File: src/shared/hcc_regs.vh
// Constants for the hub core control operations
`ifndef HCC_REGS_VH
`define HCC_REGS_VH

// Instruction word field positions
`define HCC_OPC_HI 31
`define HCC_OPC_LO 26
`define HCC_EFF_Z 25
`define HCC_EFF_C 24
`define HCC_EFF_R 23
`define HCC_EFF_I 22
`define HCC_SRC_HI 8
`define HCC_SRC_LO 0

// Shared hub opcode and source selectors
`define HCC_OPC_HUB 6'h03
`define HCC_SRC_READ_ID 9'h001
`define HCC_SRC_LAUNCH 9'h002
`define HCC_SRC_HALT 9'h003

// Launch word layout
`define HCC_LW_PAR_HI 31
`define HCC_LW_PAR_LO 18
`define HCC_LW_CODE_HI 17
`define HCC_LW_CODE_LO 4
`define HCC_LW_NEW 3
`define HCC_LW_ID_HI 2
`define HCC_LW_ID_LO 0

// Core register file layout
`define HCC_LOAD_LAST 9'h1EF
`define HCC_SPR_FIRST 9'h1F0
`define HCC_SPR_LAST 9'h1FF
`define HCC_PAR_ADDR 9'h1F0

// Hub timing, in system clock cycles, and the last core number
`define HCC_HUB_MIN 5'h07
`define HCC_HUB_MAX 5'h16
`define HCC_SLOT_CYCLES 2
`define HCC_LAST_CORE 3'h7

`endif

File: src/rtl/hcc_core_loader.v
// Loader that fills one core's register file from main memory
`timescale 1ns/10ps
`include "hcc_regs.vh"

module hcc_core_loader #(
  parameter AW = 14
) (
  input wire clk,
  input wire resetn,
  input wire start,
  input wire [2:0] start_core,
  input wire [AW-1:0] code_addr,
  input wire [AW-1:0] par_ptr,
  input wire abort,
  input wire mem_ack,
  input wire [31:0] mem_rdata,
  output reg busy_reg,
  output reg [2:0] core_reg,
  output reg mem_req_reg,
  output reg [AW-1:0] mem_addr_reg,
  output reg reg_we_reg,
  output reg [8:0] reg_addr_reg,
  output reg [31:0] reg_wdata_reg,
  output reg done_reg
);
  localparam ST_IDLE = 2'h0;
  localparam ST_FETCH = 2'h1;
  localparam ST_CLEAR = 2'h2;

  reg [1:0] state_reg;
  reg [8:0] ptr_reg;
  reg [AW-1:0] par_reg;

  // Sequencer: program words first, then special registers
  always @(posedge clk or negedge resetn) begin
    if (!resetn) begin
      state_reg <= ST_IDLE;
      busy_reg <= 1'b0;
      core_reg <= 3'h0;
      mem_req_reg <= 1'b0;
      mem_addr_reg <= {AW{1'b0}};
      reg_we_reg <= 1'b0;
      reg_addr_reg <= 9'h000;
      reg_wdata_reg <= 32'h0000_0000;
      done_reg <= 1'b0;
      ptr_reg <= 9'h000;
      par_reg <= {AW{1'b0}};
    end else begin
      reg_we_reg <= 1'b0;
      done_reg <= 1'b0;
      case (state_reg)
        ST_IDLE: begin
          if (start) begin
            state_reg <= ST_FETCH;
            busy_reg <= 1'b1;
            core_reg <= start_core;
            par_reg <= par_ptr;
            ptr_reg <= 9'h000;
            mem_req_reg <= 1'b1;
            mem_addr_reg <= code_addr;
          end
        end
        ST_FETCH: begin
          if (abort) begin
            state_reg <= ST_IDLE;
            busy_reg <= 1'b0;
            mem_req_reg <= 1'b0;
          end else if (mem_ack) begin
            // Words land in order from register zero upward [RULE8]
            reg_we_reg <= 1'b1;
            reg_addr_reg <= ptr_reg;
            reg_wdata_reg <= mem_rdata;
            mem_addr_reg <= mem_addr_reg + {{(AW-1){1'b0}}, 1'b1};
            ptr_reg <= ptr_reg + 9'h001;
            if (ptr_reg == `HCC_LOAD_LAST) begin
              mem_req_reg <= 1'b0;
              state_reg <= ST_CLEAR;
            end
          end
        end
        ST_CLEAR: begin
          if (abort) begin
            state_reg <= ST_IDLE;
            busy_reg <= 1'b0;
          end else begin
            // Special registers zeroed, pointer goes to bits 15:2 [RULE8] [RULE7]
            reg_we_reg <= 1'b1;
            reg_addr_reg <= ptr_reg;
            reg_wdata_reg <= 32'h0000_0000;
            if (ptr_reg == `HCC_PAR_ADDR)
              reg_wdata_reg <= {16'h0000, par_reg, 2'b00};
            ptr_reg <= ptr_reg + 9'h001;
            if (ptr_reg == `HCC_SPR_LAST) begin
              state_reg <= ST_IDLE;
              busy_reg <= 1'b0;
              done_reg <= 1'b1;
            end
          end
        end
        default: begin
          state_reg <= ST_IDLE;
          busy_reg <= 1'b0;
          mem_req_reg <= 1'b0;
        end
      endcase
    end
  end
endmodule // hcc_core_loader

File: src/rtl/hcc_hub_ops.v
// Hub unit executing read-index, launch and halt for eight cores
//
// Function
// [RULE1] Read-index returns the issuing core's number
// [RULE2] Source value 1, 2, 3 selects operation
// [RULE3] Read-index uses fixed opcode, effects, condition
// [RULE4] Read-index zero flag marks core zero
// [RULE5] Every operation takes 7 to 22 cycles; a launch held by a busy loader can take longer
// [RULE6] Launch word: pointer, code, new, index
// [RULE7] Pointer lands in parameter register bits 15:2
// [RULE8] Load program, clear specials, start at zero
// [RULE9] New flag starts lowest inactive core
// [RULE10] Clear new flag starts named core always
// [RULE11] Zero on index zero, carry if none free
// [RULE12] Launch writes result only when asked
// [RULE13] Halted core gets no more clocks; a core halted in the last cycle of its load is restarted by ld_done
// [RULE14] Halt uses only low three index bits
// [RULE15] Halt flags: zero index, all were running
// [RULE16] Flag and result writes follow effect bits
// [RULE17] Relaunch abandons running program at once
`timescale 1ns/10ps
`include "hcc_regs.vh"

module hcc_hub_ops #(
  parameter NCORE = 8,
  parameter AW = 14,
  parameter [7:0] RESET_ACTIVE = 8'h01
) (
  input wire clk,
  input wire resetn,
  // Request from the issuing core
  input wire req_valid,
  input wire [2:0] req_core,
  input wire [31:0] req_instr,
  input wire [31:0] req_dest_value,
  // Answer to the issuing core
  output reg req_busy_reg,
  output reg resp_valid_reg,
  output reg [2:0] resp_core_reg,
  output reg [31:0] resp_result_reg,
  output reg resp_result_write_reg,
  output reg resp_zero_reg,
  output reg resp_zero_write_reg,
  output reg resp_carry_reg,
  output reg resp_carry_write_reg,
  output reg resp_illegal_reg,
  // Per-core run state
  output reg [NCORE-1:0] core_clk_en_reg,
  output reg [NCORE-1:0] core_pc_reset_reg,
  // Main memory read port for the loader
  output wire mem_req,
  output wire [AW-1:0] mem_addr,
  input wire mem_ack,
  input wire [31:0] mem_rdata,
  // Core register file write port
  output wire core_reg_we,
  output wire [2:0] core_reg_sel,
  output wire [8:0] core_reg_addr,
  output wire [31:0] core_reg_wdata
);
  localparam ST_IDLE = 2'h0;
  localparam ST_WAIT = 2'h1;

  reg [1:0] state_reg;
  reg [4:0] wait_cnt_reg;
  reg [3:0] slot_cnt_reg;
  reg [2:0] cur_core_reg;
  reg [31:0] cur_instr_reg;
  reg [31:0] cur_dest_reg;

  // Loader hand-off
  reg ld_start_reg;
  reg [2:0] ld_core_reg;
  reg [AW-1:0] ld_code_reg;
  reg [AW-1:0] ld_par_reg;
  reg ld_abort_reg;
  wire ld_busy;
  wire [2:0] ld_core;
  wire ld_done;

  // Decoded request fields
  wire [5:0] opc = cur_instr_reg[`HCC_OPC_HI:`HCC_OPC_LO];
  wire [8:0] src = cur_instr_reg[`HCC_SRC_HI:`HCC_SRC_LO];
  wire eff_z = cur_instr_reg[`HCC_EFF_Z];
  wire eff_c = cur_instr_reg[`HCC_EFF_C];
  wire eff_r = cur_instr_reg[`HCC_EFF_R];
  wire eff_i = cur_instr_reg[`HCC_EFF_I];
  wire is_hub = (opc == `HCC_OPC_HUB) && eff_i;
  wire is_read_id = is_hub && (src == `HCC_SRC_READ_ID);
  wire is_launch = is_hub && (src == `HCC_SRC_LAUNCH);
  wire is_halt = is_hub && (src == `HCC_SRC_HALT);

  // Launch word fields
  wire lw_new = cur_dest_reg[`HCC_LW_NEW];
  wire [2:0] lw_id = cur_dest_reg[`HCC_LW_ID_HI:`HCC_LW_ID_LO];
  wire [AW-1:0] lw_code = cur_dest_reg[`HCC_LW_CODE_HI:`HCC_LW_CODE_LO];
  wire [AW-1:0] lw_par = cur_dest_reg[`HCC_LW_PAR_HI:`HCC_LW_PAR_LO];

  // A core being loaded counts as taken
  wire [NCORE-1:0] loading = ld_busy ? ({{(NCORE-1){1'b0}}, 1'b1} << ld_core) : {NCORE{1'b0}};
  wire [NCORE-1:0] taken = core_clk_en_reg | loading;

  // Lowest free core, or the last one with carry when none is free
  reg [2:0] free_id;
  reg free_found;
  integer i;
  always @* begin
    free_id = `HCC_LAST_CORE;
    free_found = 1'b0;
    for (i = NCORE - 1; i >= 0; i = i - 1) begin
      if (!taken[i]) begin
        free_id = i[2:0]; // [RULE9]
        free_found = 1'b1;
      end
    end
  end

  // Slot of the waiting core comes once per rotation
  wire at_slot = (slot_cnt_reg == {cur_core_reg, 1'b0});
  wire min_done = (wait_cnt_reg >= (`HCC_HUB_MIN - 5'h01));
  // A launch holds on a busy loader; hazard: latency can exceed the maximum then
  wire exec_now = (state_reg == ST_WAIT) && at_slot && min_done && !(is_launch && ld_busy);

  // Chosen target core per operation
  reg [2:0] tgt_id;
  always @* begin
    tgt_id = cur_core_reg; // [RULE1]
    if (is_launch)
      tgt_id = lw_new ? free_id : lw_id; // [RULE9] [RULE10]
    else if (is_halt)
      tgt_id = cur_dest_reg[2:0]; // [RULE14]
  end

  // Slot rotation runs free, two cycles per core
  always @(posedge clk or negedge resetn) begin
    if (!resetn)
      slot_cnt_reg <= 4'h0;
    else
      slot_cnt_reg <= slot_cnt_reg + 4'h1; // [RULE5]
  end

  // Request capture and hub wait
  always @(posedge clk or negedge resetn) begin
    if (!resetn) begin
      state_reg <= ST_IDLE;
      wait_cnt_reg <= 5'h00;
      cur_core_reg <= 3'h0;
      cur_instr_reg <= 32'h0000_0000;
      cur_dest_reg <= 32'h0000_0000;
      req_busy_reg <= 1'b0;
    end else begin
      case (state_reg)
        ST_IDLE: begin
          if (req_valid) begin
            state_reg <= ST_WAIT;
            wait_cnt_reg <= 5'h01;
            cur_core_reg <= req_core;
            cur_instr_reg <= req_instr;
            cur_dest_reg <= req_dest_value;
            req_busy_reg <= 1'b1;
          end
        end
        ST_WAIT: begin
          // Saturate so a stalled launch cannot wrap the count
          if (wait_cnt_reg != 5'h1F)
            wait_cnt_reg <= wait_cnt_reg + 5'h01;
          if (exec_now) begin
            state_reg <= ST_IDLE; // [RULE5]
            req_busy_reg <= 1'b0;
          end
        end
        default: begin
          state_reg <= ST_IDLE;
          req_busy_reg <= 1'b0;
        end
      endcase
    end
  end

  // Answer to the requester, one cycle wide
  always @(posedge clk or negedge resetn) begin
    if (!resetn) begin
      resp_valid_reg <= 1'b0;
      resp_core_reg <= 3'h0;
      resp_result_reg <= 32'h0000_0000;
      resp_result_write_reg <= 1'b0;
      resp_zero_reg <= 1'b0;
      resp_zero_write_reg <= 1'b0;
      resp_carry_reg <= 1'b0;
      resp_carry_write_reg <= 1'b0;
      resp_illegal_reg <= 1'b0;
    end else begin
      resp_valid_reg <= exec_now;
      if (exec_now) begin
        resp_core_reg <= cur_core_reg;
        resp_result_reg <= {29'h0000_0000, tgt_id}; // [RULE1] [RULE12] [RULE15]
        resp_zero_reg <= (tgt_id == 3'h0); // [RULE4] [RULE11] [RULE15]
        resp_carry_reg <= 1'b0;
        if (is_launch)
          resp_carry_reg <= lw_new && !free_found; // [RULE11]
        else if (is_halt)
          resp_carry_reg <= &core_clk_en_reg; // [RULE15]
        // Writes follow the effect bits of the word [RULE16] [RULE3] [RULE12]
        resp_result_write_reg <= (is_read_id || is_launch || is_halt) && eff_r;
        resp_zero_write_reg <= (is_read_id || is_launch || is_halt) && eff_z;
        resp_carry_write_reg <= (is_read_id || is_launch || is_halt) && eff_c;
        resp_illegal_reg <= !(is_read_id || is_launch || is_halt); // [RULE2]
      end else begin
        resp_result_write_reg <= 1'b0;
        resp_zero_write_reg <= 1'b0;
        resp_carry_write_reg <= 1'b0;
        resp_illegal_reg <= 1'b0;
      end
    end
  end

  // Core run state and loader control
  always @(posedge clk or negedge resetn) begin
    if (!resetn) begin
      core_clk_en_reg <= RESET_ACTIVE;
      core_pc_reset_reg <= {NCORE{1'b0}};
      ld_start_reg <= 1'b0;
      ld_core_reg <= 3'h0;
      ld_code_reg <= {AW{1'b0}};
      ld_par_reg <= {AW{1'b0}};
      ld_abort_reg <= 1'b0;
    end else begin
      core_pc_reset_reg <= {NCORE{1'b0}};
      ld_start_reg <= 1'b0;
      ld_abort_reg <= 1'b0;
      // Loaded core starts at register zero [RULE8]
      if (ld_done) begin
        core_clk_en_reg[ld_core] <= 1'b1;
        core_pc_reset_reg[ld_core] <= 1'b1;
      end
      if (exec_now && is_launch && (free_found || !lw_new)) begin
        // Running target is stopped before its reload [RULE17] [RULE10]
        core_clk_en_reg[tgt_id] <= 1'b0;
        ld_start_reg <= 1'b1;
        ld_core_reg <= tgt_id;
        ld_code_reg <= lw_code;
        ld_par_reg <= lw_par; // [RULE7]
      end
      if (exec_now && is_halt) begin
        core_clk_en_reg[tgt_id] <= 1'b0; // [RULE13]
        // Halting the core being loaded cancels its load in all but the load's last cycle, where ld_done still starts the core
        if (ld_busy && (ld_core == tgt_id))
          ld_abort_reg <= 1'b1;
      end
    end
  end

  // Loader drives main memory and the target register file
  hcc_core_loader #(
    .AW(AW)
  ) u_loader (
    .clk(clk),
    .resetn(resetn),
    .start(ld_start_reg),
    .start_core(ld_core_reg),
    .code_addr(ld_code_reg),
    .par_ptr(ld_par_reg),
    .abort(ld_abort_reg),
    .mem_ack(mem_ack),
    .mem_rdata(mem_rdata),
    .busy_reg(ld_busy),
    .core_reg(ld_core),
    .mem_req_reg(mem_req),
    .mem_addr_reg(mem_addr),
    .reg_we_reg(core_reg_we),
    .reg_addr_reg(core_reg_addr),
    .reg_wdata_reg(core_reg_wdata),
    .done_reg(ld_done)
  );

  // Register file target is the core under load
  assign core_reg_sel = ld_core;
endmodule // hcc_hub_ops

File: config.mk
export PLATFORM = sky130hd
export DESIGN_NAME = hcc_hub_ops
export DESIGN_NICKNAME = d
export VERILOG_FILES = /design/src/rtl/hcc_core_loader.v /design/src/rtl/hcc_hub_ops.v
export VERILOG_INCLUDE_DIRS = /design/src /design/src/shared
export SDC_FILE = /design/constraint.sdc
export NUM_CORES = 1
export LEC_CHECK = 0
export ABC_AREA = 1
export BUFFER_PORTS_ARGS = -buffer_cell sky130_fd_sc_hd__buf_4
export CORE_ASPECT_RATIO = 1.75
export CORE_MARGIN = 3
export CORE_UTILIZATION = 49
export DETAILED_ROUTE_END_ITERATION = 10
export PLACE_DENSITY_LB_ADDON = 0.05
export SLEW_MARGIN = 10
export SYNTH_ARGS = -nofsm -noshare
export SYNTH_HDL_FRONTEND = slang
export SYNTH_HIERARCHICAL = 1
export SYNTH_SLANG_ARGS = --single-unit
File: constraint.sdc
create_clock -name clk -period 1.8 [get_ports clk]
set_clock_uncertainty 0.1 [all_clocks]
set_input_delay 0.45 -clock clk [delete_from_list [all_inputs] [get_ports clk]]
set_output_delay 0.45 -clock clk [all_outputs]
set_load 0.05 [all_outputs]
== Word level (Yosys, flattened, before mapping) ==
Index checks and enable logic that the tools add are counted.

* Register bits after elaboration: 228
* Output and inout bits: 119
* Logic and storage cells: 203

* $add $sub $neg: 4
* Magnitude comparators: 5
* Equal/unequal tests: 24
* Shift-type cells: 1
* Multiplexer cells: 86
* Bitwise logic cells: 6
* Reduce and logical (&&, ||, !) cells: 43

{| class="wikitable"
|+ Operators by type and width
! kind !! number
|-
| $mux W32 || 3
|-
| $pmux W32 S2 || 1
|-
| $mux W9 || 7
|-
| $mux W14 || 3
|-
| $mux W8 || 5
|-
| $mux W1 || 35
|-
| $pmux W14 S2 || 1
|-
| $eq A9 B9 Y1 const B || 3
|-
| $pmux W9 S3 || 1
|-
| $mux W3 || 7
|-
| $mux W2 || 10
|-
| $eq A9 B2 Y1 const B || 2
|-
| $logic_and A1 B1 Y1 || 18
|-
| $pmux W9 S2 || 1
|-
| $and A8 B8 Y8 || 2
|-
| $mux W16 || 1
|-
| $or A8 B8 Y8 || 2
|-
| $reduce_and A4 Y1 || 4
|-
| $add A14 B1 Y14 const B || 1
|-
| $ne A2 B2 Y1 const B || 7
|-
| $mux W5 || 2
|-
| $pmux W5 S2 || 1
|-
| $add A9 B1 Y9 const B || 1
|-
| $eq A9 B1 Y1 const B || 1
|-
| 32 further kinds || 50
|}

== Longest topological paths before layout ==
Gate-level depths: netlist of the first run.

* Depth in word-level cells: 21
* Mapped depth: 15
* Mapped depth without buffers: 14

== By module ==
The synthesis of the first run kept the hierarchy.

{| class="wikitable"
|+ Modules (own cells, without submodules)
! module !! instances !! cells an instance !! area each (µm²) !! sequential area each (µm²)
|-
| hcc_hub_ops || 1 || 644 || 5,736.8 || 3,154.3
|-
| hcc_core_loader || 1 || 514 || 4,336.7 || 2,177.1
|}

== Worst setup path before layout of the first run ==
No wires, ideal clock.

* Path type: register -> register
* Start: register u_loader.core_reg[0]
* End: register ld_code_reg[10]
* Library setup time: 0.117 ns
* Data arrival time: 1.806 ns
* Data required time: 1.583 ns
* Slack: -0.223 ns
* Cell stages (with the launch flop): 11
* Buffers on the path: 3
* Clock period less this slack: 2.023 ns
* Path through: dfrtp_1 -> buf_4 -> nand3_1 -> o21ai_2 -> nand2_1 -> clkinv_1 -> nand3_2 -> nand2_2 -> buf_6 -> buf_6 -> o21ai_2

* Word-level cells in the longest chain between the ends: 13

{| class="wikitable"
|+ Ends and longest elaborated chain
! item !! line !! RTL
|-
| from (decl) || hcc_core_loader.v:18 || <nowiki>output reg [2:0] core_reg,</nowiki>
|-
| from (signal assigned) || hcc_core_loader.v:56 || <nowiki>core_reg <= start_core;</nowiki>
|-
| $shl A1 B3 Y8 (*) || hcc_hub_ops.v:100 || <nowiki>wire [NCORE-1:0] loading = ld_busy ? ({{(NCORE-1){1'b0}}, 1'b1} << ld_core) : {NCORE{1'b0}};</nowiki>
|-
| $mux W8 (*) || hcc_hub_ops.v:100 ||
|-
| $or A8 B8 Y8 (*) || hcc_hub_ops.v:101 || <nowiki>wire [NCORE-1:0] taken = core_clk_en_reg | loading;</nowiki>
|-
| $mux W1 (7 in series) || hcc_hub_ops.v:111 || <nowiki>if (!taken[i]) begin</nowiki>
|-
| $mux W1 (*) || hcc_hub_ops.v:111 ||
|-
| $logic_or A1 B1 Y1 (*) || hcc_hub_ops.v:236 || <nowiki>if (exec_now && is_launch && (free_found || !lw_new)) begin</nowiki>
|-
| $logic_and A1 B1 Y1 (*) || hcc_hub_ops.v:236 ||
|-
| to (signal assigned) || hcc_hub_ops.v:224 || <nowiki>ld_code_reg <= {AW{1'b0}};</nowiki>
|-
| to (signal assigned) || hcc_hub_ops.v:241 || <nowiki>ld_code_reg <= lw_code;</nowiki>
|-
| to (decl) || hcc_hub_ops.v:74 || <nowiki>reg [AW-1:0] ld_code_reg;</nowiki>
|}

Mark *: on every way between the ends. The rest lies on a longest branch, timed or not.
A chain may end at the register's enable or synchronous reset.

== Worst setup path in the final report of the first run ==
* Start: register cur_instr_reg[31]
* End: register core_clk_en_reg[6]

* Word-level cells in the longest chain between the ends: 14
* Elaborated cells between the ends (all ways): 22
* Classes of those cells: order compare (2); eq/ne (1); mux (6); bitwise (3); reduce/logical (10)

{| class="wikitable"
|+ Ends and longest elaborated chain
! item !! line !! RTL
|-
| from (decl) || hcc_hub_ops.v:68 || <nowiki>reg [31:0] cur_instr_reg;</nowiki>
|-
| from (signal assigned) || hcc_hub_ops.v:158 || <nowiki>cur_instr_reg <= req_instr;</nowiki>
|-
| $eq A6 B2 Y1 (no line) (*) || - ||
|-
| $logic_and A1 B1 Y1 (*) || hcc_hub_ops.v:88 || <nowiki>wire is_hub = (opc == `HCC_OPC_HUB) && eff_i;</nowiki>
|-
| $logic_and A1 B1 Y1 || hcc_hub_ops.v:91 || <nowiki>wire is_halt = is_hub && (src == `HCC_SRC_HALT);</nowiki>
|-
| $mux W3 || hcc_hub_ops.v:130 || <nowiki>else if (is_halt)</nowiki>
|-
| $mux W3 || hcc_hub_ops.v:128 || <nowiki>if (is_launch)</nowiki>
|-
| $lt A3 B4 Y1 (implied by the code) or $ge A3 B1 Y1 (tied branches) || hcc_hub_ops.v:238, hcc_hub_ops.v:245 ||
|-
| $logic_and A1 B1 Y1 (implied by the code) || hcc_hub_ops.v:238, hcc_hub_ops.v:245 ||
|-
| $mux W1 (implied by the code) || hcc_hub_ops.v:238, hcc_hub_ops.v:245 ||
|-
| $demux W1 S3 || hcc_hub_ops.v:238, hcc_hub_ops.v:245 ||
|-
| $not A8 Y8 (no line) || - ||
|-
| $and A8 B8 Y8 (no line) || - ||
|-
| $mux W8 || hcc_hub_ops.v:236 ||
|-
| $and A8 B8 Y8 (no line) || - ||
|-
| $mux W8 (*) || hcc_hub_ops.v:244 || <nowiki>if (exec_now && is_halt) begin</nowiki>
|-
| to (signal, indexed assignment) || hcc_hub_ops.v:233 || <nowiki>core_clk_en_reg[ld_core] <= 1'b1;</nowiki>
|-
| to (signal, indexed assignment) || hcc_hub_ops.v:238 || <nowiki>core_clk_en_reg[tgt_id] <= 1'b0;</nowiki>
|-
| to (signal, indexed assignment) || hcc_hub_ops.v:245 || <nowiki>core_clk_en_reg[tgt_id] <= 1'b0;</nowiki>
|-
| to (decl) || hcc_hub_ops.v:48 || <nowiki>output reg [NCORE-1:0] core_clk_en_reg,</nowiki>
|}

Marks and branches as above.

==> results list, run 1 <==
* DP Wirelength: 17.7 mm
* Most common library cell in the layout ignoring fill and taps: sky130_fd_sc_hd__nand2_1
* Clock Pin Slew Worst Setup and Hold Paths: ~0.060 ns
* Synthesis Warnings: 6
* Worst EP required: around 2.1 ns
* CTS sink cnt: 213
- Slew Limit Fails: 0
- CTS built an H-tree with a depth of 1.
- The share of synthesized area in the top cell type comes to 52.7%.
- The congestion estimate from routability-driven global placement came to 0.863.
* Std-Cell Core Area: between 15000 and 20000 sq um
- The die covers 22400 sq um.
- Fraction of final layout cells with drive strength greater than 1: around 35%
- In this run the clock root is driven by a sky130_fd_sc_hd__clkbuf_16.
* Total of endpoints with negative setup slack in the final report: 49
- The largest total area in the synthesized netlist belongs to sky130_fd_sc_hd__dfrtp_1.
- Setup repair after global routing missed its margin: true
* Sequential share of power: 34.5%
- Total congestion overflow after global routing: 0
* Max Cap Viol: 0
- Peak supply drop: 1250 uV
- STA classifies the critical path endpoint as a flip-flop.
* Clock network power share: about a quarter
* Synth Instances: 1158
- Final clock period utilization by the worst path: 110%
* Final core area utilization: 68.7%
* Total power divided by cell area: 1410 nW/um^2
- In the routed layout, each cell is associated on average with a via count of approximately 5.0.
- Clock latency at the later pin of the worst-skew pair: 0.49 ns
- Derived from the worst setup path, the maximum achievable clock frequency is 507 MHz.
* Number of buffer cells added on primary ports: approximately 180
- Setup slack on the critical path of the routed design comes to -0.174 ns.
- Status: finished, violations left
- The worst hold path belongs to the class primary input to flip-flop.
* Via count of the first global-routing pass: 8353
* Number of nets still failing antenna checks after routing: 0
* Synth unique cells: 45
- Counting the fill cells in the layout gives 1623.
* Routed wirelength normalized by instance count: 14.7 um
- Flip-flop and latch count after synthesis: 213
* Final critical-path required period: approximately 2.0 ns
- Sequential elements use 52.9% of the synthesized area.
* Leakage component of the power: 6.95 nW
- Syn Area/Cell: 8.70 sq um
- Num ports: 222
* Wire length of the first global-routing pass: 39.8 mm
- Number of enable flip-flop cells after synthesis: 0
- The checks that failed: setup timing.
- Most used flip-flop cell after synthesis: sky130_fd_sc_hd__dfrtp_1
- Combinational logic is responsible for between 40% and 50% of the overall power.
- The initial antenna violation count came to 0.
- After the last flow step, the layout net total stands at 1557.
- For this design the total switching power over the nets is 7.53 mW.
- Ranked by total cell area, the synthesized netlist is headed by sky130_fd_sc_hd__dfrtp_1 53%, sky130_fd_sc_hd__nand2_1 11%, sky130_fd_sc_hd__o21ai_0 5.2%.
* Die extent in x: 114 um
* Sort of element at the start of the critical path: flip-flop
- Number of clock buffers inserted by TritonCTS: 21
- Setup tns final: -3.43 ns
- Proportion of total power due to net switching: 38.8%
- Proportion of register bits with asynchronous set or reset after synthesis: 100%
- The detailed router finished its first iteration with about 380 violations.
- Worst-case hold slack: about 0.06 ns
- The library cells used most frequently in the layout, excluding fill and tap cells, are 280 x sky130_fd_sc_hd__nand2_1, 269 x sky130_fd_sc_hd__buf_4, 208 x sky130_fd_sc_hd__dfrtp_1.
* Pre-antenna DRT Iters: 5
- For this configuration, the core starts out at a cell density of about 50%.
* Number of cell rows: 68
- The number of antenna diodes in the final layout is 0.
- Clock Path Buffers: 3
- Die height: 196 um
- The critical path is of the flip-flop to flip-flop type.
* Count of endpoints failing hold in the final timing report: 0
- The routed design has 25.0 mm of wire.
- The cell area that synthesis handed to floorplanning was 10100 sq um.
- Layout-stage area growth over the synthesis result: 36.3%
- In this run the worst path has a maximum fanout of 5.
- Clock tree from TritonCTS: built
- Entering global routing, the biggest net connects 59 pins.
* Internal power: 11.9 mW
- Arrival time reported for the critical path endpoint: 2.29 ns
- DRC violations left: 0
- Global routing consumed, over all layers together, 21.6% of the routing resources.
- Summing over every cut layer, the via total after detailed routing is 8452.
stage by stage:
stage               instances  setup slack [ns]  cell area (sq um)  total power, mW
floorplan                1186           -0.0599              10200             11.4
global placement         1627            -0.201              12200             13.8
detailed placement       1627            -0.230              12200             13.9
CTS                      1681            -0.153              13300             18.9
global route             1700            -0.269              13700             20.7
finish                   1700            -0.174              13700             19.4
power by group through the flow:
stage | clock network, mW | registers [mW] | logic (mW)
2_1_floorplan | 0 | 8.10 | 3.26
3_3_place_gp | 0 | 6.70 | 7.07
3_5_place_dp | 0 | 6.74 | 7.17
4_1_cts | 4.82 | 6.66 | 7.40
5_1_grt | 5.01 | 6.85 | 8.83
6_report | 4.70 | 6.70 | 8.02
synthesized netlist by cell type (4+ instances only):
library cell               instances
sky130_fd_sc_hd__o21a_1            5
sky130_fd_sc_hd__buf_2            18
sky130_fd_sc_hd__inv_2            10
sky130_fd_sc_hd__or2_2             5
sky130_fd_sc_hd__dfrtp_1         212
sky130_fd_sc_hd__o21ai_2          20
sky130_fd_sc_hd__xor2_1            5
sky130_fd_sc_hd__a21oi_1          30
sky130_fd_sc_hd__nand4_1          29
sky130_fd_sc_hd__buf_6             4
sky130_fd_sc_hd__ha_1             13
sky130_fd_sc_hd__buf_4            35
sky130_fd_sc_hd__o21ai_1          15
sky130_fd_sc_hd__inv_1           116
sky130_fd_sc_hd__mux2_2           17
sky130_fd_sc_hd__a21boi_1         15
sky130_fd_sc_hd__clkbuf_1         15
sky130_fd_sc_hd__nor2_1           83
sky130_fd_sc_hd__o21ai_0         104
sky130_fd_sc_hd__nand3_1          55
sky130_fd_sc_hd__nand2_1         294
sky130_fd_sc_hd__nand2_2          16
layer usage:
layer,part of all wire (%),global-route usage [%],routed length (um),up-vias
met4,3.9,7.31,970,0
met3,4.9,2.84,1240,59
li1,-,-,-,4232
met1,38,25.8,9590,3940
met5,0,0,0,-
met2,53,39.4,13200,221
critical path, stage by stage (launching register included):
cell	delay (ns)
sky130_fd_sc_hd__dfrtp_1	0.39
sky130_fd_sc_hd__nor2_2	0.15
sky130_fd_sc_hd__nand2_2	0.09
sky130_fd_sc_hd__nor2_4	0.13
sky130_fd_sc_hd__nand3b_4	0.12
sky130_fd_sc_hd__buf_6	0.15
sky130_fd_sc_hd__o211ai_1	0.34
sky130_fd_sc_hd__nand2_4	0.14
sky130_fd_sc_hd__nand3_4	0.12
sky130_fd_sc_hd__inv_2	0.04
sky130_fd_sc_hd__a21boi_2	0.13
what timing repair did:
item                                    CTS  global route
endpoints found under the setup margin   59           104
buffers inserted                         15            19
pin swaps                                 9            28
cloned                                    1             4
hold buffers                              1             0
hold endpoints to repair                 30             0
gates resized for setup                  45            90
path summary, 6_finish.rpt:
| path | startpoint | to | cells past startpoint | slack, ns |
|---|---|---|---|---|
| max in group asynchronous | resetn | cur_core_reg[0] | 3 | 0.64 |
| min reg2reg | ld_code_reg[9] | ld_code_reg[9] | 2 | 0.38 |
| max | cur_instr_reg[31] | core_clk_en_reg[6] | 10 | -0.17 |
| min | req_instr[31] | cur_instr_reg[31] | 3 | 0.06 |
| min in group asynchronous | resetn | u_loader/reg_wdata_reg[26] | 2 | 0.35 |
| max reg2reg | cur_instr_reg[31] | core_clk_en_reg[6] | 10 | -0.17 |
cell type report:
| cell class | instances | area [sq um] | area share (%) |
|---|---|---|---|
| flip-flops and latches | 213 | 5340 | 38.9 |
| multi-input cells | 767 | 4220 | 30.8 |
| repair buffers | 309 | 2620 | 19.0 |
| clock buffers | 27 | 588 | 4.28 |
| inverters | 129 | 509 | 3.71 |
| well taps | 245 | 307 | 2.23 |
| clock inverters | 10 | 155 | 1.13 |
cells by family (layout without fill, tap and decap cells):
group           after synthesis  in the layout  share of synthesized area, %
flops                       213            213                          52.9
mux                          17             17                          1.90
compound gates              203            203                          11.9
buf+inv                     206            475                          9.73
simple gates                500            500                          21.5
other cells                   1             29                        0.0372
xor+xnor                      5              5                         0.435
fa+ha+maj                    13             13                          1.61
Power figures use the tool's default switching activity.
==> run 2, diff against run 1 <==
--- a/config.mk
+++ b/config.mk
@@ -13,6 +13,7 @@
 export CORE_UTILIZATION = 49
 export DETAILED_ROUTE_END_ITERATION = 10
 export PLACE_DENSITY_LB_ADDON = 0.05
+export SETUP_SLACK_MARGIN = 0.05
 export SLEW_MARGIN = 10
 export SYNTH_ARGS = -nofsm -noshare
 export SYNTH_HDL_FRONTEND = slang
==> run 2 against run 1 <==
The flow still finishes with violations (setup timing). Routed wire length is 8.8% higher. Via count is 3.1% higher. Fmax is 0.14% lower. Highest routed layer unchanged.
==> results list, run 2 (synthesis gave the netlist of run 1 again) <==
- The flow ran to the end, but the final reports show violations.
- Violated checks: setup timing
- The peak clock frequency supported by timing is 506 MHz (-0.14%).
- Overall via count from detail_route: 8717 (+3.1%)
* Final critical-path required period: 1.98 ns (+0.00278 ns)
- The chip width came to 114 um (unchanged).
* Clock network power share: 21.7% (-2.5 points)
- The site row count is 68 (unchanged).
- The sequential share of power came to 34.0% (-0.5 points).
- In this run the most critical hold path is launched from req_dest_value[3].
- The routability-driven placement congestion ratio is 0.871 (+0.90%).
- Wire length of the first global-routing pass: 41.3 mm (+3.6%)
- The clock latency at the later pin of the worst-skew pair came to 0.49 ns (about the same).
* Count of endpoints failing hold in the final timing report: 0 (unchanged)
- The logic gate share of total power was 44.3% (+3.0 points).
- The number of port buffers is 179 (unchanged).
- The antenna diode instance count was 0 (unchanged).
- Std-Cell Core Area: 20000 sq um (unchanged)
- Internal power: 12.0 mW (+0.67%)
- Pre-antenna DRT Iters: 5 (unchanged)
- TritonCTS built the clock tree.
* H-tree Lvls: 1 (unchanged)
- Max Cap Viol: 0 (unchanged)
- Final core area utilization: 71.4% (+2.8 points)
- Worst EP required: 2.12 ns (about the same)
- The area of the die is 22400 sq um (unchanged).
- Relative to the synthesized area, the layout overhead comes to 41.8%.
- Final std cells w/o fill: 1721 (+1.2%)
- Leaving out fill and tap cells, the most frequent cell in the layout is sky130_fd_sc_hd__buf_4.
* Post-detailed-route via-to-cell ratio: 5.07 (+1.9%)
- Net Sw Power: 7.80 mW (+3.5%)
- R2R Path Start: cur_instr_reg[28]
- The worst setup path is captured at a flip-flop.
- The number of global-route vias before repair came to 8511 (+1.9%).
- Sort of element at the start of the critical path: flip-flop
- The maximum fanout along the worst path was 7 (+2).
- The count of routing violations after the opening detailed-route iteration came to 445 (+16%).
* Clock Pin Slew Worst Setup and Hold Paths: 0.06 ns (about the same)
* Post-layout worst setup margin: -0.176 ns (-0.00279 ns)
* Fraction of final layout cells with drive strength greater than 1: 38.6% (+4.0 points)
- Die height: 196 um (unchanged)
- Commonest non-fill, non-tap cells in the layout: 271 x sky130_fd_sc_hd__buf_4, 261 x sky130_fd_sc_hd__nand2_1, 202 x sky130_fd_sc_hd__dfrtp_1
- The clock sink count came to 213 (unchanged).
- Internal reg-to-reg setup slack: -0.18 ns (about the same)
- The setup TNS was -6.10 ns (-2.68 ns).
- Slew Limit Fails: 0 (unchanged)
* Root buffer selected by CTS: sky130_fd_sc_hd__clkbuf_16
- The placed instance count came to 1631 (+0.25%).
- DP Wirelength: 17.9 mm (+0.90%)
* Total congestion overflow after global routing: 0 (unchanged)
- Worst min path class: primary input to flip-flop
- The number of cell instances on the worst register-to-register path was 11 (+1).
* Setup repair after global routing missed its margin: true
- The arrival time at the worst endpoint was 2.30 ns (about the same).
- Peak supply drop: 1450 uV (+16%)
- Number of nets still failing antenna checks after routing: 0 (unchanged)
- Routed wirelength normalized by instance count: 15.8 um (+7.5%)
- The power density over the cells came to 1380 nW/um^2 (-2.2%).
- The worst hold path terminates at cur_dest_reg[3].
- The net total in the final layout came to 1579 (+1.4%).
- Proportion of total power due to net switching: 39.4% (+0.66 points)
* WL final: 27.2 mm (+8.8%)
* Number of clock buffers inserted by TritonCTS: 21 (unchanged)
- The number of remaining DRC errors came to 0 (unchanged).
- The final worst-path cycle share was 110% (+0.15 points).
- The I/O pin total was 222 (unchanged).
- Leakage component of the power: 7.16 nW (+3.1%)
- Clock Path Buffers: 3 (unchanged)
- The worst register-to-register path ends at resp_carry_reg.
- Antenna violations before repair: 0 (unchanged)
- The critical path is of the flip-flop to flip-flop type.
- Maximum number of pins on one net before global-route repair: 50 (-15%)
- Total of endpoints with negative setup slack in the final report: 55 (+12%)
* Number of stages on the worst hold path: 3 (unchanged)
- Total Routing Usage GR: 22.6% (+0.99 points)
- Initial standard-cell utilization of the core: 50.4% (unchanged)
[run 2: area by class of cell]
cell class,count,area [sq um]
well taps,245,307
clock inverters,7,70.1
clock buffers,29,606
flip-flops and latches,213,5340
repair buffers,331,3020
multi-input cells,767,4430
inverters,129,517
fillers,1631,5710
[run 2: how the worst max path moves through the flow]
stage	startpoint	end	slack, ns	cells past startpoint
global placement	cur_instr_reg[7]	core_clk_en_reg[1]	-0.24	11
global route	cur_instr_reg[31]	resp_carry_reg	-0.26	11
floorplan	u_loader/core_reg[0]	core_clk_en_reg[3]	-0.06	12
CTS	cur_instr_reg[30]	ld_par_reg[9]	-0.13	11
finish	cur_instr_reg[28]	resp_carry_reg	-0.18	11
detailed placement	cur_instr_reg[7]	core_clk_en_reg[1]	-0.26	11
[run 2: what timing repair did]
action	in CTS	in global routing
gates cloned	7	8
endpoints found under the hold margin	34	0
endpoints found under the setup margin	115	121
resized for setup	81	141
hold buffers	1	0
setup buffers	25	15
pin swaps	25	60
[run 2: critical path, cell delays in order (launching register included)]
cell and delay, ns:
sky130_fd_sc_hd__dfrtp_1 0.38, sky130_fd_sc_hd__inv_1 0.10, sky130_fd_sc_hd__nand3_2 0.10, sky130_fd_sc_hd__nor2_4 0.14, sky130_fd_sc_hd__nand3b_4 0.15, sky130_fd_sc_hd__buf_4 0.18, sky130_fd_sc_hd__o21ai_4 0.18, sky130_fd_sc_hd__inv_2 0.07
sky130_fd_sc_hd__buf_4 0.16, sky130_fd_sc_hd__o311ai_0 0.10, sky130_fd_sc_hd__o21ai_1 0.14, sky130_fd_sc_hd__nor2_1 0.10
[run 2: metrics by stage]
step	cell area (sq um)	power [mW]	worst slack, ns	hold WS, ns
final	14300	19.8	-0.176	0.0537
after global routing	14300	20.9	-0.259	0.0455
after CTS	13500	18.8	-0.132	0.0376
after detailed placement	12200	14.0	-0.257	0.319
after global placement	12200	13.8	-0.239	0.322
after floorplan	10200	11.4	-0.0599	0.0544
[run 2: metal layers]
layer  up-vias  share of wire (%)  GRT usage (%)
met5         -                  0              0
met1      4131                 37           26.0
li1       4263                  -              -
met4         0                3.5           7.84
met2       255                 55           42.2
met3        68                4.6           2.84
[run 2: power by group through the flow]
stage | registers, mW | logic [mW] | clock network (mW)
2_1_floorplan | 8.10 | 3.26 | 0
3_5_place_dp | 6.73 | 7.24 | 0
6_report | 6.72 | 8.77 | 4.28
3_3_place_gp | 6.68 | 7.14 | 0
5_1_grt | 6.85 | 9.51 | 4.59
4_1_cts | 6.66 | 7.74 | 4.41
==> run 3, diff against run 2 <==
--- a/config.mk
+++ b/config.mk
@@ -8,9 +8,11 @@
 export LEC_CHECK = 0
 export ABC_AREA = 1
 export BUFFER_PORTS_ARGS = -buffer_cell sky130_fd_sc_hd__buf_4
+export CELL_PAD_IN_SITES_DETAIL_PLACEMENT = 0
+export CELL_PAD_IN_SITES_GLOBAL_PLACEMENT = 1
 export CORE_ASPECT_RATIO = 1.75
 export CORE_MARGIN = 3
-export CORE_UTILIZATION = 49
+export CORE_UTILIZATION = 37
 export DETAILED_ROUTE_END_ITERATION = 10
 export PLACE_DENSITY_LB_ADDON = 0.05
 export SETUP_SLACK_MARGIN = 0.05
==> run 3 against run 2 <==
The flow still finishes with violations (setup timing). Register-to-register slack improved by 0.03 ns. Combinational power decreased by 4.7%. Fmax increased by 1.6%. Routed wire length decreased by 1.5%. Clock power increased by 6.3%. Critical path depth unchanged. Critical endpoint is now core_clk_en_reg[2]. Non-clock buffer count increased by 2. Critical path type unchanged.
==> results list, run 3 (synthesis gave the netlist of run 1 again) <==
- Sequential share of power: 34.3% (+0.3 points)
* R2R Path Start: cur_instr_reg[30]
- Overall via count from detail_route: 8446 (-3.1%)
- The pin count of the biggest net entering global routing is 65 (+30%).
- Layout-stage area growth over the synthesis result: 41.6%
* Type of the setup path with the least slack: flip-flop to flip-flop
- The initial antenna violation count was 0 (unchanged).
* Pre-antenna DRT Iters: 4 (-1)
- Count of endpoints failing hold in the final timing report: 0 (unchanged)
- The cell leakage power is 7.11 nW (-0.65%).
- TritonCTS built the clock tree.
- The number of cells on the worst hold path is 3 (unchanged).
- Walking the worst path, the cells encountered are nor2_2 -> nand2_2 -> nor2_4 -> buf_6 -> nand3_4 -> inv_2 -> o211ai_1 -> nand2_2 -> nand3_2 -> a21oi_1 -> nor2_1.
- The total clock buffers created by CTS is 22 (+4.8%).
- The height of the chip was 224 um (+15%).
- The routability-driven placement congestion ratio came to 0.852 (-2.1%).
* Post-Place Cell Area: 12500 sq um (+1.9%)
* Largest delay share family, worst path: simple AND/OR/NAND/NOR gates
* Setup tns final: -4.64 ns (+1.46 ns)
* Peak supply drop: 889 uV (-39%)
- The antenna diode instance count came to 0 (unchanged).
- Tracing the worst setup path back leads to its startpoint at cur_instr_reg[30].
- Fin nets: 1584 (+0.32%)
- Setup repair after global routing could not meet its margin everywhere.
* Worst min path class: primary input to flip-flop
* H-tree Lvls: 1 (unchanged)
- The number of cell instances on the worst register-to-register path was 11 (unchanged).
- Total congestion overflow after global routing: 0 (unchanged)
- Terminating pin of the worst hold path: cur_dest_reg[3]
- The clock latency at the later pin of the worst-skew pair is 0.51 ns (+0.02 ns).
* Post-detailed-route via-to-cell ratio: 4.67 (-7.7%)
- Number of cells on the critical path: 11 (unchanged)
- The combined buffer and inverter count along the critical path was 2 (-2).
* Final clock period utilization by the worst path: 108% (-1.7 points)
- Sort of element at the start of the critical path: flip-flop
* Worst EP required: 2.10 ns (-0.02 ns)
- Total Routing Usage GR: 17.9% (-4.8 points)
- The final design area excluding fillers is 14300 sq um (-0.13%).
* Area enclosed by the die boundary: 29300 sq um (+31%)
- The max-cap violation count came to 0 (unchanged).
* Internal reg-to-reg setup slack: -0.15 ns (+0.03 ns)
- Maximum net fanout on the critical path: 6 (-1)
- Fraction of final layout cells with drive strength greater than 1: 38.5% (-0.11 points)
* Initial standard-cell utilization of the core: 37.7% (-13 points)
- Crit path top cell by count: sky130_fd_sc_hd__nand2_2
* Post-layout worst setup margin: -0.145 ns (+0.0312 ns)
* Final critical-path required period: 1.95 ns (-0.0312 ns)
- The arrival time at the worst endpoint was 2.24 ns (-0.06 ns).
- CTS placed an instance of sky130_fd_sc_hd__clkbuf_16 at the clock tree root.
* Internal power: 11.9 mW (-0.34%)
- The maximum single-stage delay on the critical path came to 0.39 ns (about the same).
- The library cells used most frequently in the layout, excluding fill and tap cells, are 269 x sky130_fd_sc_hd__buf_4, 258 x sky130_fd_sc_hd__nand2_1, 201 x sky130_fd_sc_hd__dfrtp_1.
- In this run the most critical hold path is launched from req_dest_value[3].
* Total of endpoints with negative setup slack in the final report: 56 (+1.8%)
- The count of routing violations after the opening detailed-route iteration is 285 (-36%).
- Total power divided by cell area: 1380 nW/um^2 (-0.44%)
- DRC violations left: 0 (unchanged)
* Final Power: 19.7 mW (-0.57%)
* Clock network power share: 23.2% (+1.5 points)
- The worst register-to-register path ends at core_clk_en_reg[2].
- Num ports: 222 (unchanged)
- The routed wirelength normalized by instance count came to 14.8 um (-6.2%).
- Clock Pin Slew Worst Setup and Hold Paths: 0.06 ns (about the same)
- The site row count was 79 (+16%).
- The chip width came to 131 um (+14%).
* Number of nets still failing antenna checks after routing: 0 (unchanged)
* Net Sw Power: 7.72 mW (-0.92%)
- The first-pass GRT wire length came to 42.2 mm (+2.2%).
* CTS sink cnt: 213 (unchanged)
* Violated checks: setup timing
* WL final: 26.8 mm (-1.5%)
* Slew Limit Fails: 0 (unchanged)
- Portion of total power attributed to combinational logic: 42.5% (-1.8 points)
* Proportion of total power due to net switching: 39.3% (-0.14 points)
- DP Wirelength: 19.3 mm (+8.2%)
- Most common library cell in the layout ignoring fill and taps: sky130_fd_sc_hd__buf_4
- The number of port buffers came to 179 (unchanged).
* Std-Cell Core Area: 26700 sq um (+33%)
* Slowest stage cell on the critical path: sky130_fd_sc_hd__dfrtp_1
* Status: finished, violations left
* Fmax: 514 MHz (+1.6%)
* Via count of the first global-routing pass: 8368 (-1.7%)
- Sort of element at the end of the critical path: flip-flop
* Clock Path Buffers: 3 (unchanged)
run 3: area by class of cell:
cell class,instances,area [sq um]
Clock buffer,31,646
Clock inverter,8,73.8
Fill cell,2579,12400
Inverter,129,507
Multi-Input combinational cell,768,4350
Sequential cell,213,5350
Tap cell,324,405
Timing Repair Buffer,333,2930
Timing Repair inverter,1,7.51
run 3: layer usage:
layer  track usage, %  vias up  wire length (um)
met5                0        -                 0
met2             33.3      173             14900
li1                 -     4288                 -
met1             20.6     3956             10300
met3             2.57       29              1150
met4             5.51        0               518
run 3: what timing repair did:
| item | CTS | global route |
|---|---|---|
| setup endpoints to repair | 120 | 121 |
| pin swaps | 11 | 41 |
| buffers inserted | 15 | 24 |
| hold buffers | 1 | 0 |
| hold endpoints to repair | 212 | 0 |
| gates resized for setup | 97 | 120 |
| cloned | 3 | 3 |
run 3: stage by stage:
step                      cells  hold slack, ns  utilization, %  worst slack (ns)
after floorplan            1186          0.0544               -           -0.0599
after global routing       1807          0.0256            53.5            -0.276
after CTS                  1782          0.0125            51.3            -0.155
final                      1807          0.0410            53.5            -0.145
after global placement     1725           0.178            46.8            -0.197
after detailed placement   1725           0.178            46.8            -0.232
run 3: worst max-delay path by stage:
stage	end
6_report	core_clk_en_reg[2]
5_1_grt	core_clk_en_reg[2]
4_1_cts	ld_abort_reg
3_5_place_dp	core_clk_en_reg[2]
3_3_place_gp	core_clk_en_reg[2]
2_1_floorplan	core_clk_en_reg[3]
run 3: worst reg2reg max path, delay by kind of cell, from the launching register on:
kind            cells  cell delay, ns
simple gates        7            0.90
compound gates      2            0.26
flops               1            0.39
buf+inv             2            0.21
run 3: power groups by stage:
| stage | combinational (mW) | sequential [mW] | clock [mW] |
|---|---|---|---|
| after global placement | 7.27 | 6.73 | 0 |
| after CTS | 7.79 | 6.71 | 4.73 |
| final | 8.36 | 6.74 | 4.55 |
| after detailed placement | 7.32 | 6.75 | 0 |
| after global routing | 9.19 | 6.89 | 4.90 |
| after floorplan | 3.26 | 8.10 | 0 |
